[src/shared/twsf_regs.svh]
// Purpose: offsets, bit positions and counts of the two-wire status block
// Assumes: 32-bit register port, word-aligned byte offsets
// Notes: definitions only
`ifndef TWSF_REGS_SVH
`define TWSF_REGS_SVH
// ==========================================================
// register offsets
`define TWSF_OFS_STATUS 8'h00
`define TWSF_OFS_CTRL 8'h04
`define TWSF_OFS_TXH 8'h08
`define TWSF_OFS_RXH 8'h0C
`define TWSF_OFS_IST 8'h10
`define TWSF_OFS_IMASK 8'h14
// ==========================================================
// status bit positions, plus the control enable bit
`define TWSF_B_ACK 15
`define TWSF_B_MASTER_TX_IN_PROGRESS 14
`define TWSF_B_BCL 10
`define TWSF_B_GC 9
`define TWSF_B_A10 8
`define TWSF_B_WCOL 7
`define TWSF_B_OV 6
`define TWSF_B_DA 5
`define TWSF_B_P 4
`define TWSF_B_S 3
`define TWSF_B_RBF 1
`define TWSF_B_TBF 0
`define TWSF_B_ON 15
// ==========================================================
// interrupt event bits
`define TWSF_I_ACK 0
`define TWSF_I_BCL 1
`define TWSF_I_WCOL 2
`define TWSF_I_OV 3
`define TWSF_I_RX 4
`define TWSF_I_STOP 5
`define TWSF_NIRQ 6
// ==========================================================
// counts and reset values
`define TWSF_ACK_RISE 4'h8
`define TWSF_BYTE_RST 8'h00
`define TWSF_WORD_RST 32'h0000_0000
`endif

[src/shared/twsf_pkg.sv]
// Purpose: types shared by the two-wire status block
// Assumes: constants live in twsf_regs.svh
// Notes: no imports, use twsf_pkg::name
`include "twsf_regs.svh"
package twsf_pkg;
  // ==========================================================
  // conditioned bus pins
  typedef struct packed {
    logic scl;
    logic sda;
    logic scl_rise;
    logic scl_fall;
    logic start;
    logic stop;
  } twsf_pins_t;
  // ==========================================================
  // state of the pin conditioner
  typedef struct packed {
    logic [1:0] scl_sync;
    logic [1:0] sda_sync;
    logic scl_old;
    logic sda_old;
    twsf_pins_t ev;
  } twsf_sync_t;
  // ==========================================================
  // state of the core
  typedef enum logic [1:0] {TWSF_IDLE, TWSF_SHIFT, TWSF_ACKSLOT} twsf_tx_t;
  typedef struct packed {
    logic [31:0] rdata;
    logic on;
    logic [7:0] txh;
    logic [7:0] rxh;
    logic tx_buffer_full;
    logic rx_buffer_full;
    logic ack;
    logic master_tx_in_progress;
    logic bus_collision_flag;
    logic gc;
    logic a10;
    logic wcol;
    logic ov;
    logic da;
    logic p;
    logic s;
    twsf_tx_t txs;
    logic [3:0] bitcnt;
    logic ack_smp;
    logic [`TWSF_NIRQ-1:0] ist;
    logic [`TWSF_NIRQ-1:0] imask;
    logic irq;
  } twsf_state_t;
endpackage

[src/hdl/twsf_pin_sync.sv]
// Purpose: two-flop sampling of the bus pins, edge and start/stop finding
// Assumes: bus lines are slow against i_clk (400 ns vs 50 ns)
// Notes: edges are taken from the second flop onward only
`timescale 1ns/1ps
`include "twsf_regs.svh"
module twsf_pin_sync (
  input wire logic i_clk,
  input wire logic i_rstn,
  input wire logic i_scl,
  input wire logic i_sda,
  output twsf_pkg::twsf_pins_t o_pins
);
  twsf_pkg::twsf_sync_t q, d;

  always_comb begin
    d = q;
    d.scl_sync = {q.scl_sync[0], i_scl};
    d.sda_sync = {q.sda_sync[0], i_sda};
    d.scl_old = q.scl_sync[1];
    d.sda_old = q.sda_sync[1];
    d.ev.scl = q.scl_sync[1];
    d.ev.sda = q.sda_sync[1];
    d.ev.scl_rise = q.scl_sync[1] & ~q.scl_old;
    d.ev.scl_fall = ~q.scl_sync[1] & q.scl_old;
    // data moving while clock stays high marks a frame boundary
    d.ev.start = q.scl_sync[1] & q.scl_old & ~q.sda_sync[1] & q.sda_old;
    d.ev.stop = q.scl_sync[1] & q.scl_old & q.sda_sync[1] & ~q.sda_old;
  end

  // idle bus is high on both lines
  always_ff @(posedge i_clk or negedge i_rstn) begin
    if (!i_rstn) begin
      q <= '{scl_sync: 2'h3, sda_sync: 2'h3, scl_old: 1'b1, sda_old: 1'b1,
             ev: '{scl: 1'b1, sda: 1'b1, default: 1'b0}};
    end else begin
      q <= d;
    end
  end

  assign o_pins = q.ev;
endmodule

[src/hdl/twsf_core.sv]
// Purpose: status flags of a two-wire bus controller with register port
// Assumes: controller events arrive as one-cycle pulses on i_clk
// Notes: bus pins pass twsf_pin_sync before use
`timescale 1ns/1ps
`include "twsf_regs.svh"
// Functional notes
// - ack flag: 1 no ack, at slot end
// - transmit-busy flag spans eight bits plus ack
// - collision flag cleared only by disabling module
// - general call flag set, cleared on stop
// - ten-bit match flag set, cleared on stop
// - write while busy rejected, sets write collision flag
// - overflow when receive register still full
// - data/address flag: address clears, data sets
// - unimplemented status bits read zero
module twsf_core (
  input wire logic i_clk,
  input wire logic i_rstn,
  input wire logic [7:0] i_addr,
  input wire logic [31:0] i_wdata,
  input wire logic i_wr,
  input wire logic i_rd,
  input wire logic i_scl,
  input wire logic i_sda,
  input wire logic i_collision,
  input wire logic i_addr_match,
  input wire logic i_gc_match,
  input wire logic i_a10_match,
  input wire logic i_rx_done,
  input wire logic i_rx_is_data,
  input wire logic [7:0] i_rx_byte,
  output logic [31:0] o_rdata,
  output logic o_irq,
  output logic o_enable,
  output logic o_tx_active,
  output logic [7:0] o_tx_data
);
  twsf_pkg::twsf_state_t q, d;
  twsf_pkg::twsf_pins_t pins;

  // ==========================================================
  // pin conditioning
  twsf_pin_sync u_sync (
    .i_clk(i_clk),
    .i_rstn(i_rstn),
    .i_scl(i_scl),
    .i_sda(i_sda),
    .o_pins(pins)
  );

  // ==========================================================
  // status word
  function automatic logic [31:0] status_word(twsf_pkg::twsf_state_t s);
    logic [31:0] w;
    w = `TWSF_WORD_RST;
    w[`TWSF_B_ACK] = s.ack;
    w[`TWSF_B_MASTER_TX_IN_PROGRESS] = s.master_tx_in_progress;
    w[`TWSF_B_BCL] = s.bus_collision_flag;
    w[`TWSF_B_GC] = s.gc;
    w[`TWSF_B_A10] = s.a10;
    w[`TWSF_B_WCOL] = s.wcol;
    w[`TWSF_B_OV] = s.ov;
    w[`TWSF_B_DA] = s.da;
    w[`TWSF_B_P] = s.p;
    w[`TWSF_B_S] = s.s;
    w[`TWSF_B_RBF] = s.rx_buffer_full;
    w[`TWSF_B_TBF] = s.tx_buffer_full;
    return w;
  endfunction

  function automatic logic hit(logic [7:0] a, logic [7:0] ofs);
    return a == ofs;
  endfunction

  logic busy;
  logic tx_wr;
  logic wcol_ev;
  logic ov_ev;
  logic rx_load;
  logic ack_done;
  logic [`TWSF_NIRQ-1:0] ev;

  // ==========================================================
  // next state
  always_comb begin
    d = q;
    busy = q.master_tx_in_progress | q.tx_buffer_full;
    tx_wr = i_wr & hit(i_addr, `TWSF_OFS_TXH);
    wcol_ev = tx_wr & busy;
    ov_ev = i_rx_done & q.rx_buffer_full;
    rx_load = i_rx_done & ~q.rx_buffer_full;
    ack_done = 1'b0;

    // register reads: data stand one cycle only
    d.rdata = `TWSF_WORD_RST;
    if (i_rd) begin
      case (i_addr)
        `TWSF_OFS_STATUS: d.rdata = status_word(q);
        `TWSF_OFS_CTRL: d.rdata[`TWSF_B_ON] = q.on;
        `TWSF_OFS_TXH: d.rdata[7:0] = q.txh;
        `TWSF_OFS_RXH: d.rdata[7:0] = q.rxh;
        `TWSF_OFS_IST: d.rdata[`TWSF_NIRQ-1:0] = q.ist;
        `TWSF_OFS_IMASK: d.rdata[`TWSF_NIRQ-1:0] = q.imask;
        default: d.rdata = `TWSF_WORD_RST;
      endcase
    end
    if (i_rd && hit(i_addr, `TWSF_OFS_RXH)) begin
      d.rx_buffer_full = 1'b0;
    end

    // control and mask writes
    if (i_wr && hit(i_addr, `TWSF_OFS_CTRL)) begin
      d.on = i_wdata[`TWSF_B_ON];
    end
    if (i_wr && hit(i_addr, `TWSF_OFS_IMASK)) begin
      d.imask = i_wdata[`TWSF_NIRQ-1:0];
    end
    // clearable status bits drop when written zero
    if (i_wr && hit(i_addr, `TWSF_OFS_STATUS)) begin
      if (!i_wdata[`TWSF_B_WCOL]) begin
        d.wcol = 1'b0;
      end
      if (!i_wdata[`TWSF_B_OV]) begin
        d.ov = 1'b0;
      end
    end
    if (i_wr && hit(i_addr, `TWSF_OFS_IST)) begin
      d.ist = q.ist & ~i_wdata[`TWSF_NIRQ-1:0];
    end

    // transmit holding register, refused while busy
    if (tx_wr && !busy && q.on) begin
      d.txh = i_wdata[7:0];
      d.tx_buffer_full = 1'b1;
    end

    // master transmit progress
    case (q.txs)
      twsf_pkg::TWSF_IDLE: begin
        if (q.tx_buffer_full && q.on) begin
          d.tx_buffer_full = 1'b0;
          d.master_tx_in_progress = 1'b1;
          d.bitcnt = 4'h0;
          d.txs = twsf_pkg::TWSF_SHIFT;
        end
      end
      twsf_pkg::TWSF_SHIFT: begin
        if (pins.scl_rise) begin
          d.bitcnt = q.bitcnt + 4'h1;
          // ninth rise is the acknowledge bit
          if (q.bitcnt == `TWSF_ACK_RISE) begin
            d.ack_smp = pins.sda;
            d.txs = twsf_pkg::TWSF_ACKSLOT;
          end
        end
      end
      twsf_pkg::TWSF_ACKSLOT: begin
        if (pins.scl_fall) begin
          d.ack = q.ack_smp;
          d.master_tx_in_progress = 1'b0;
          d.txs = twsf_pkg::TWSF_IDLE;
          ack_done = 1'b1;
        end
      end
      default: d.txs = twsf_pkg::TWSF_IDLE;
    endcase

    // frame boundaries
    if (pins.start) begin
      d.s = 1'b1;
      d.p = 1'b0;
    end
    if (pins.stop) begin
      d.p = 1'b1;
      d.s = 1'b0;
      d.gc = 1'b0;
      d.a10 = 1'b0;
    end

    // slave receive side
    if (i_addr_match) begin
      d.da = 1'b0;
    end
    if (i_rx_done && i_rx_is_data) begin
      d.da = 1'b1;
    end
    if (rx_load) begin
      d.rxh = i_rx_byte;
      d.rx_buffer_full = 1'b1;
    end
    // sets come late so they win over any clear in the same cycle, except the disable clear of the collision flag below
    if (i_gc_match) begin
      d.gc = 1'b1;
    end
    if (i_a10_match) begin
      d.a10 = 1'b1;
    end
    if (ov_ev) begin
      d.ov = 1'b1;
    end
    if (wcol_ev) begin
      d.wcol = 1'b1;
    end
    if (i_collision && q.master_tx_in_progress) begin
      d.bus_collision_flag = 1'b1;
    end

    // a disabled module forgets the bus; abort any transfer too
    if (!q.on) begin
      d.bus_collision_flag = 1'b0;
      d.p = 1'b0;
      d.s = 1'b0;
      d.master_tx_in_progress = 1'b0;
      d.tx_buffer_full = 1'b0;
      d.txs = twsf_pkg::TWSF_IDLE;
    end

    ev = '0;
    ev[`TWSF_I_ACK] = ack_done;
    ev[`TWSF_I_BCL] = i_collision & q.master_tx_in_progress;
    ev[`TWSF_I_WCOL] = wcol_ev;
    ev[`TWSF_I_OV] = ov_ev;
    ev[`TWSF_I_RX] = rx_load;
    ev[`TWSF_I_STOP] = pins.stop;
    d.ist = d.ist | ev;
    d.irq = |(d.ist & d.imask);
  end

  always_ff @(posedge i_clk or negedge i_rstn) begin
    if (!i_rstn) begin
      q <= '0;
    end else begin
      q <= d;
    end
  end

  assign o_rdata = q.rdata;
  assign o_irq = q.irq;
  assign o_enable = q.on;
  assign o_tx_active = q.master_tx_in_progress;
  assign o_tx_data = q.txh;
endmodule

[config.mk]
export PLATFORM = sky130hd
export DESIGN_NAME = twsf_core
export DESIGN_NICKNAME = d
export VERILOG_FILES = /design/src/shared/twsf_pkg.sv /design/src/hdl/twsf_pin_sync.sv /design/src/hdl/twsf_core.sv
export VERILOG_INCLUDE_DIRS = /design/src /design/src/shared
export SDC_FILE = /design/constraint.sdc
export NUM_CORES = 1
export LEC_CHECK = 0
export BUFFER_PORTS_ARGS = -buffer_cell sky130_fd_sc_hd__buf_2
export CORE_UTILIZATION = 51
export DETAILED_ROUTE_END_ITERATION = 10
export PLACE_DENSITY_LB_ADDON = 0.08
export SYNTH_ARGS = -nofsm -noshare
export SYNTH_HDL_FRONTEND = slang
export SYNTH_SLANG_ARGS = --single-unit
[constraint.sdc]
create_clock -name i_clk -period 1.75 [get_ports i_clk]
set_clock_uncertainty 0.2 [all_clocks]
set_input_delay 0.175 -clock i_clk [delete_from_list [all_inputs] [get_ports i_clk]]
set_output_delay 0.175 -clock i_clk [all_outputs]
set_load 0.03 [all_outputs]
== Word level (Yosys, flattened, before mapping) ==
Index checks and enable logic that the tools add are counted.

* Input bits: 60
* Bits in registers: 75
* Output and inout port bits: 43

* $add $sub $neg: 1
* Bitwise gates (word level): 22
* Eq/ne operators: 19
* Multiplexer cells: 40
* Reductions and logical operators: 28

{| class="wikitable"
|+ Operators with widths
! operator !! count
|-
| 6-bit case mux with 5 select lines || 1
|-
| 1-bit 2-to-1 mux || 20
|-
| 6-bit 2-to-1 mux || 3
|-
| 8-bit by 4-bit == test with 1-bit output (second input constant) || 2
|-
| 8-bit by 5-bit == test with 1-bit output (second input constant) || 2
|-
| 16-bit 2-to-1 mux || 1
|-
| 2-bit 2-to-1 mux || 7
|-
| 7-bit 2-to-1 mux || 2
|-
| 2-bit nonzero test || 7
|-
| 1-bit bitwise AND || 12
|-
| 6-bit bitwise AND || 2
|-
| 2-bit case mux with 3 select lines || 2
|-
| 1-bit logical AND || 10
|-
| 3-bit AND reduction || 3
|-
| 8-bit by 3-bit == test with 1-bit output (second input constant) || 1
|-
| 8-bit zero test || 1
|-
| 2-bit by 1-bit != test with 1-bit output (second input constant) || 4
|-
| 4-bit case mux with 2 select lines || 1
|-
| 3-bit by 1-bit != test with 1-bit output (second input constant) || 2
|-
| 3-bit by 2-bit != test with 1-bit output (second input constant) || 2
|-
| 3-bit != test (second input constant) || 2
|-
| 6-bit inverter || 1
|-
| 6-bit bitwise OR || 1
|-
| 2-bit AND reduction || 3
|-
| 13 further kinds || 18
|}

== Depth between registers and ports, before layout ==
* Depth after elaboration: 8
* Mapped depth: 6
* Mapped depth without buffers: 5

== Modules after synthesis ==
A second synthesis with hierarchy kept.

* Cell total of the unflattened synthesis: 279
* Area total of the unflattened synthesis: 3392.0 um^2

{| class="wikitable"
|+ By module, submodules not included
! module !! cells each !! seq. area each (um^2) !! times used !! area each (um^2)
|-
| twsf_core || 265 || 1551.5 || 1 || 3099.2
|-
| twsf_pin_sync || 14 || 257.7 || 1 || 292.8
|}

== Worst setup path before layout ==
No wires, ideal clock.

* Path kind: input -> register
* Start: in i_addr[5]
* End: reg q (netlist bit o_irq)
* Setup time: 134 ps
* Arrival: 1448 ps
* Path buffers: 0
* Slack: -32 ps
* Stages on the path: 5
* Cells stage by stage: nor4b_4 > nand3_4 > mux2_4 > a32o_1 > nand4bb_1

{| class="wikitable"
|+ RTL lines
! element !! RTL line !! source
|-
| start, declared || twsf_core.sv:19 || <nowiki>input wire logic [7:0] i_addr,</nowiki>
|-
| end signal, assigned || twsf_core.sv:231 || <nowiki>q <= '0;</nowiki>
|-
| end signal, assigned || twsf_core.sv:233 || <nowiki>q <= d;</nowiki>
|-
| end, declared || twsf_core.sv:38 || <nowiki>twsf_pkg::twsf_state_t q, d;</nowiki>
|}

==> results.sh <==
export IMPL_status="finished, final reports clean"
export IMPL_required_ns=1.77
export IMPL_fp_dieW_um=83.47
export IMPL_io_pins=103
export IMPL_yosys_warnings=0
export IMPL_synthCells=281
export IMPL_drc=0
export IMPL_grt_usage=0.2243
export IMPL_syn_cell_area_um2=3384
export IMPL_ir_worst_vdd_v=0.0006436
export IMPL_start_util=0.5300
export IMPL_core_region_area_um2=6386
export IMPL_antenna_found_initial=0
export IMPL_max_cap_violations=0
export IMPL_place_ws_ns=-0.2498
export IMPL_max_freq_mhz=597.3
export IMPL_async_flop_share=1.000
export IMPL_min_period_ns=1.674
export IMPL_finalSetupViolations=0
export IMPL_final_cell_mix="dfrtp_1 (66), buf_2 (60), buf_4 (28), dlygate4sd3_1 (27)"
export IMPL_leakagePower_nw=2.078
export IMPL_crit_fanout=9
export IMPL_cp_arrival_ns=1.69
export IMPL_finalHoldViolCount=0
export IMPL_slew_viol_final=0
export IMPL_cp_slowest_cell="dlygate4sd3_1"
export IMPL_cts_buffer_depth=2
export IMPL_routed_wl_um=7060
export IMPL_synth_seq_area_share=0.5346
export IMPL_power_density_nw_per_um2=860.4
export IMPL_synth_seq_cells=72
export IMPL_wl_per_cell_um=15.35
export IMPL_final_common_cell="dfrtp_1"
export IMPL_port_buffers=60
export IMPL_layout_drive_gt1_share=0.3681
export IMPL_n_antenna_cell=0
export IMPL_grt_first_pass_wirelength_um=11940
export IMPL_gp_congestion=0.8896
export IMPL_cts_made_buffers=9
export IMPL_cts_clk_slew_worst_paths_ns=0.08
export IMPL_overflow=0
export IMPL_crit_type="input pin to register"
export IMPL_rows=29
export IMPL_dieArea_um2=6966
export IMPL_synth_ff_type="dfrtp_1"
export IMPL_cts_root_buf="clkbuf_8"
export IMPL_r2r_slack_ns=0.15
export IMPL_fin_tns_setup_ns=0
export IMPL_cts_tree="yes"
export IMPL_cp_slowest_stage_delay_ns=0.53
export IMPL_synth_distinct_cells=43
export IMPL_grt_pass1_vias=2420
export IMPL_synthToLayoutAreaGrowth_pct=25.47
export IMPL_synth_avg_cell_area_um2=12.04
export IMPL_crit_path_end_kind="register"
export IMPL_vias_per_cell=5.098
export IMPL_die_h_um=83.47
export IMPL_dpl_hpwl_um=5078
export IMPL_cts_max_level=3
export IMPL_hold_path_class="input pin to register"
export IMPL_clock_latency_ns=0.34
export IMPL_dr_pass1_iters=4
export IMPL_drtAntennaViolNets=0
export IMPL_final_nets=440
export IMPL_drt_iter0_drc=130
export IMPL_fillCellCount=506
export IMPL_grt_max_degree=26
export IMPL_setup_worst_path_start_class="input pin"
export IMPL_cp_cell_sequence="dlygate4sd3_1 > buf_2 > nor2b_1 > buf_4 > a21o_1 > a22oi_2 > nand4bb_1"
export IMPL_cts_num_sinks=72
export IMPL_fin_ws_ns=0.07573
export IMPL_dr_total_vias=2345
export IMPL_post_route_period_util=0.9567
export IMPL_synth_edf_count=0
==> logic make-up after synthesis <==
logic type / synth area share
XOR/XNOR: 0.005177
AO/OA/AOI/OAI: 0.09760
buffers and inverters: 0.1072
flip-flops: 0.5346
AND/OR/NAND/NOR: 0.1349
adder cells (fa/ha/maj): 0.007393
other: 0.001108
multiplexers: 0.1120
==> synth_stat cells (all sizes together) (2+ instances only) <==
library cell	count	share of area
ha	2	0.0074
a21oi	9	0.013
nor4	2	0.0074
nand2	18	0.020
nand2b	2	0.0037
nand3	5	0.011
nor3b	5	0.011
a21boi	2	0.0044
and2	5	0.0092
dfstp	6	0.047
nor2	4	0.0044
mux2	33	0.11
nand3b	3	0.0067
o21ai	9	0.013
nor4b	2	0.014
a21o	5	0.011
buf	43	0.094
nand4	5	0.014
clkbuf	6	0.0067
a22oi	16	0.035
nor2b	8	0.015
dfrtp	66	0.49
and3	6	0.011
inv	6	0.0067
==> cell type report <==
cell class                      count  area [µm²]  area share
Inverter                            6       22.52    0.005303
Timing Repair Buffer              117       820.8      0.1933
Tap cell                           77       96.34     0.02269
Clock inverter                      3       40.04    0.009428
Sequential cell                    72        1809      0.4260
Clock buffer                       13       158.9     0.03742
Multi-Input combinational cell    172        1299      0.3058
==> registers in the layout (all words and copies together) (netlist names) <==
| signal | flops |
|---|---|
| o_enable | 1 |
| o_irq | 1 |
| o_rdata | 13 |
| o_tx_active | 1 |
| o_tx_data | 8 |
| q | 38 |
| u_sync.d | 4 |
| u_sync.o_pins | 4 |
| u_sync.q | 2 |
==> through the flow <==
| step | hold WS [ns] | cells | util | total power, mW | area (µm²) |
|---|---|---|---|---|---|
| 2_1_floorplan | -0.3206 | 299 | - | 2.171 | 3461 |
| 3_3_place_gp | -0.06194 | 417 | 0.5899 | 2.309 | 3767 |
| 3_5_place_dp | -0.05581 | 417 | 0.5899 | 2.321 | 3767 |
| 4_1_cts | 0.01348 | 460 | 0.6634 | 3.692 | 4237 |
| 5_1_grt | 0.03800 | 460 | 0.6650 | 3.835 | 4247 |
| 6_report | 0.02733 | 460 | 0.6650 | 3.654 | 4247 |
==> repair_timing <==
action,4_1_cts,5_1_grt
hold endpoints to repair,108,0
endpoints found under the setup margin,0,2
hold buffers,27,0
setup buffers,0,0
gates resized for setup,0,2
==> layer usage <==
metal | GRT usage | up-vias | share of wire
met2 | 0.3428 | 87 | 0.45
met3 | 0.04550 | 12 | 0.046
met4 | 0.08629 | 0 | 0.018
met1 | 0.3180 | 1123 | 0.48
met5 | 0 | - | 0
li1 | - | 1123 | -
==> critical path: cells and delay by family <==
| kind | cells | cell delay (ns) |
|---|---|---|
| AO/OA/AOI/OAI | 2 | 0.39 |
| buffers and inverters | 3 | 0.86 |
| AND/OR/NAND/NOR | 2 | 0.26 |
==> report_power, final <==
| part | switching, mW | internal (mW) |
|---|---|---|
| combinational | 0.226 | 0.245 |
| clock | 0.587 | 0.733 |
| sequential | 0.0652 | 1.80 |
==> final timing paths <==
check / startpoint / endpoint / depth (start not counted)
worst min-delay path: i_wr / q[23] / 4
worst min register to register: u_sync.d[11] / u_sync.d[5] / 0
worst max-delay path: i_rx_done / o_irq / 7
min in group asynchronous: i_rstn / q[2] / 2
worst max register to register: q[14] / q[13] / 5
max in group asynchronous: i_rstn / u_sync.d[4] / 3
Note: power is estimated with default switching activity, not from simulation.
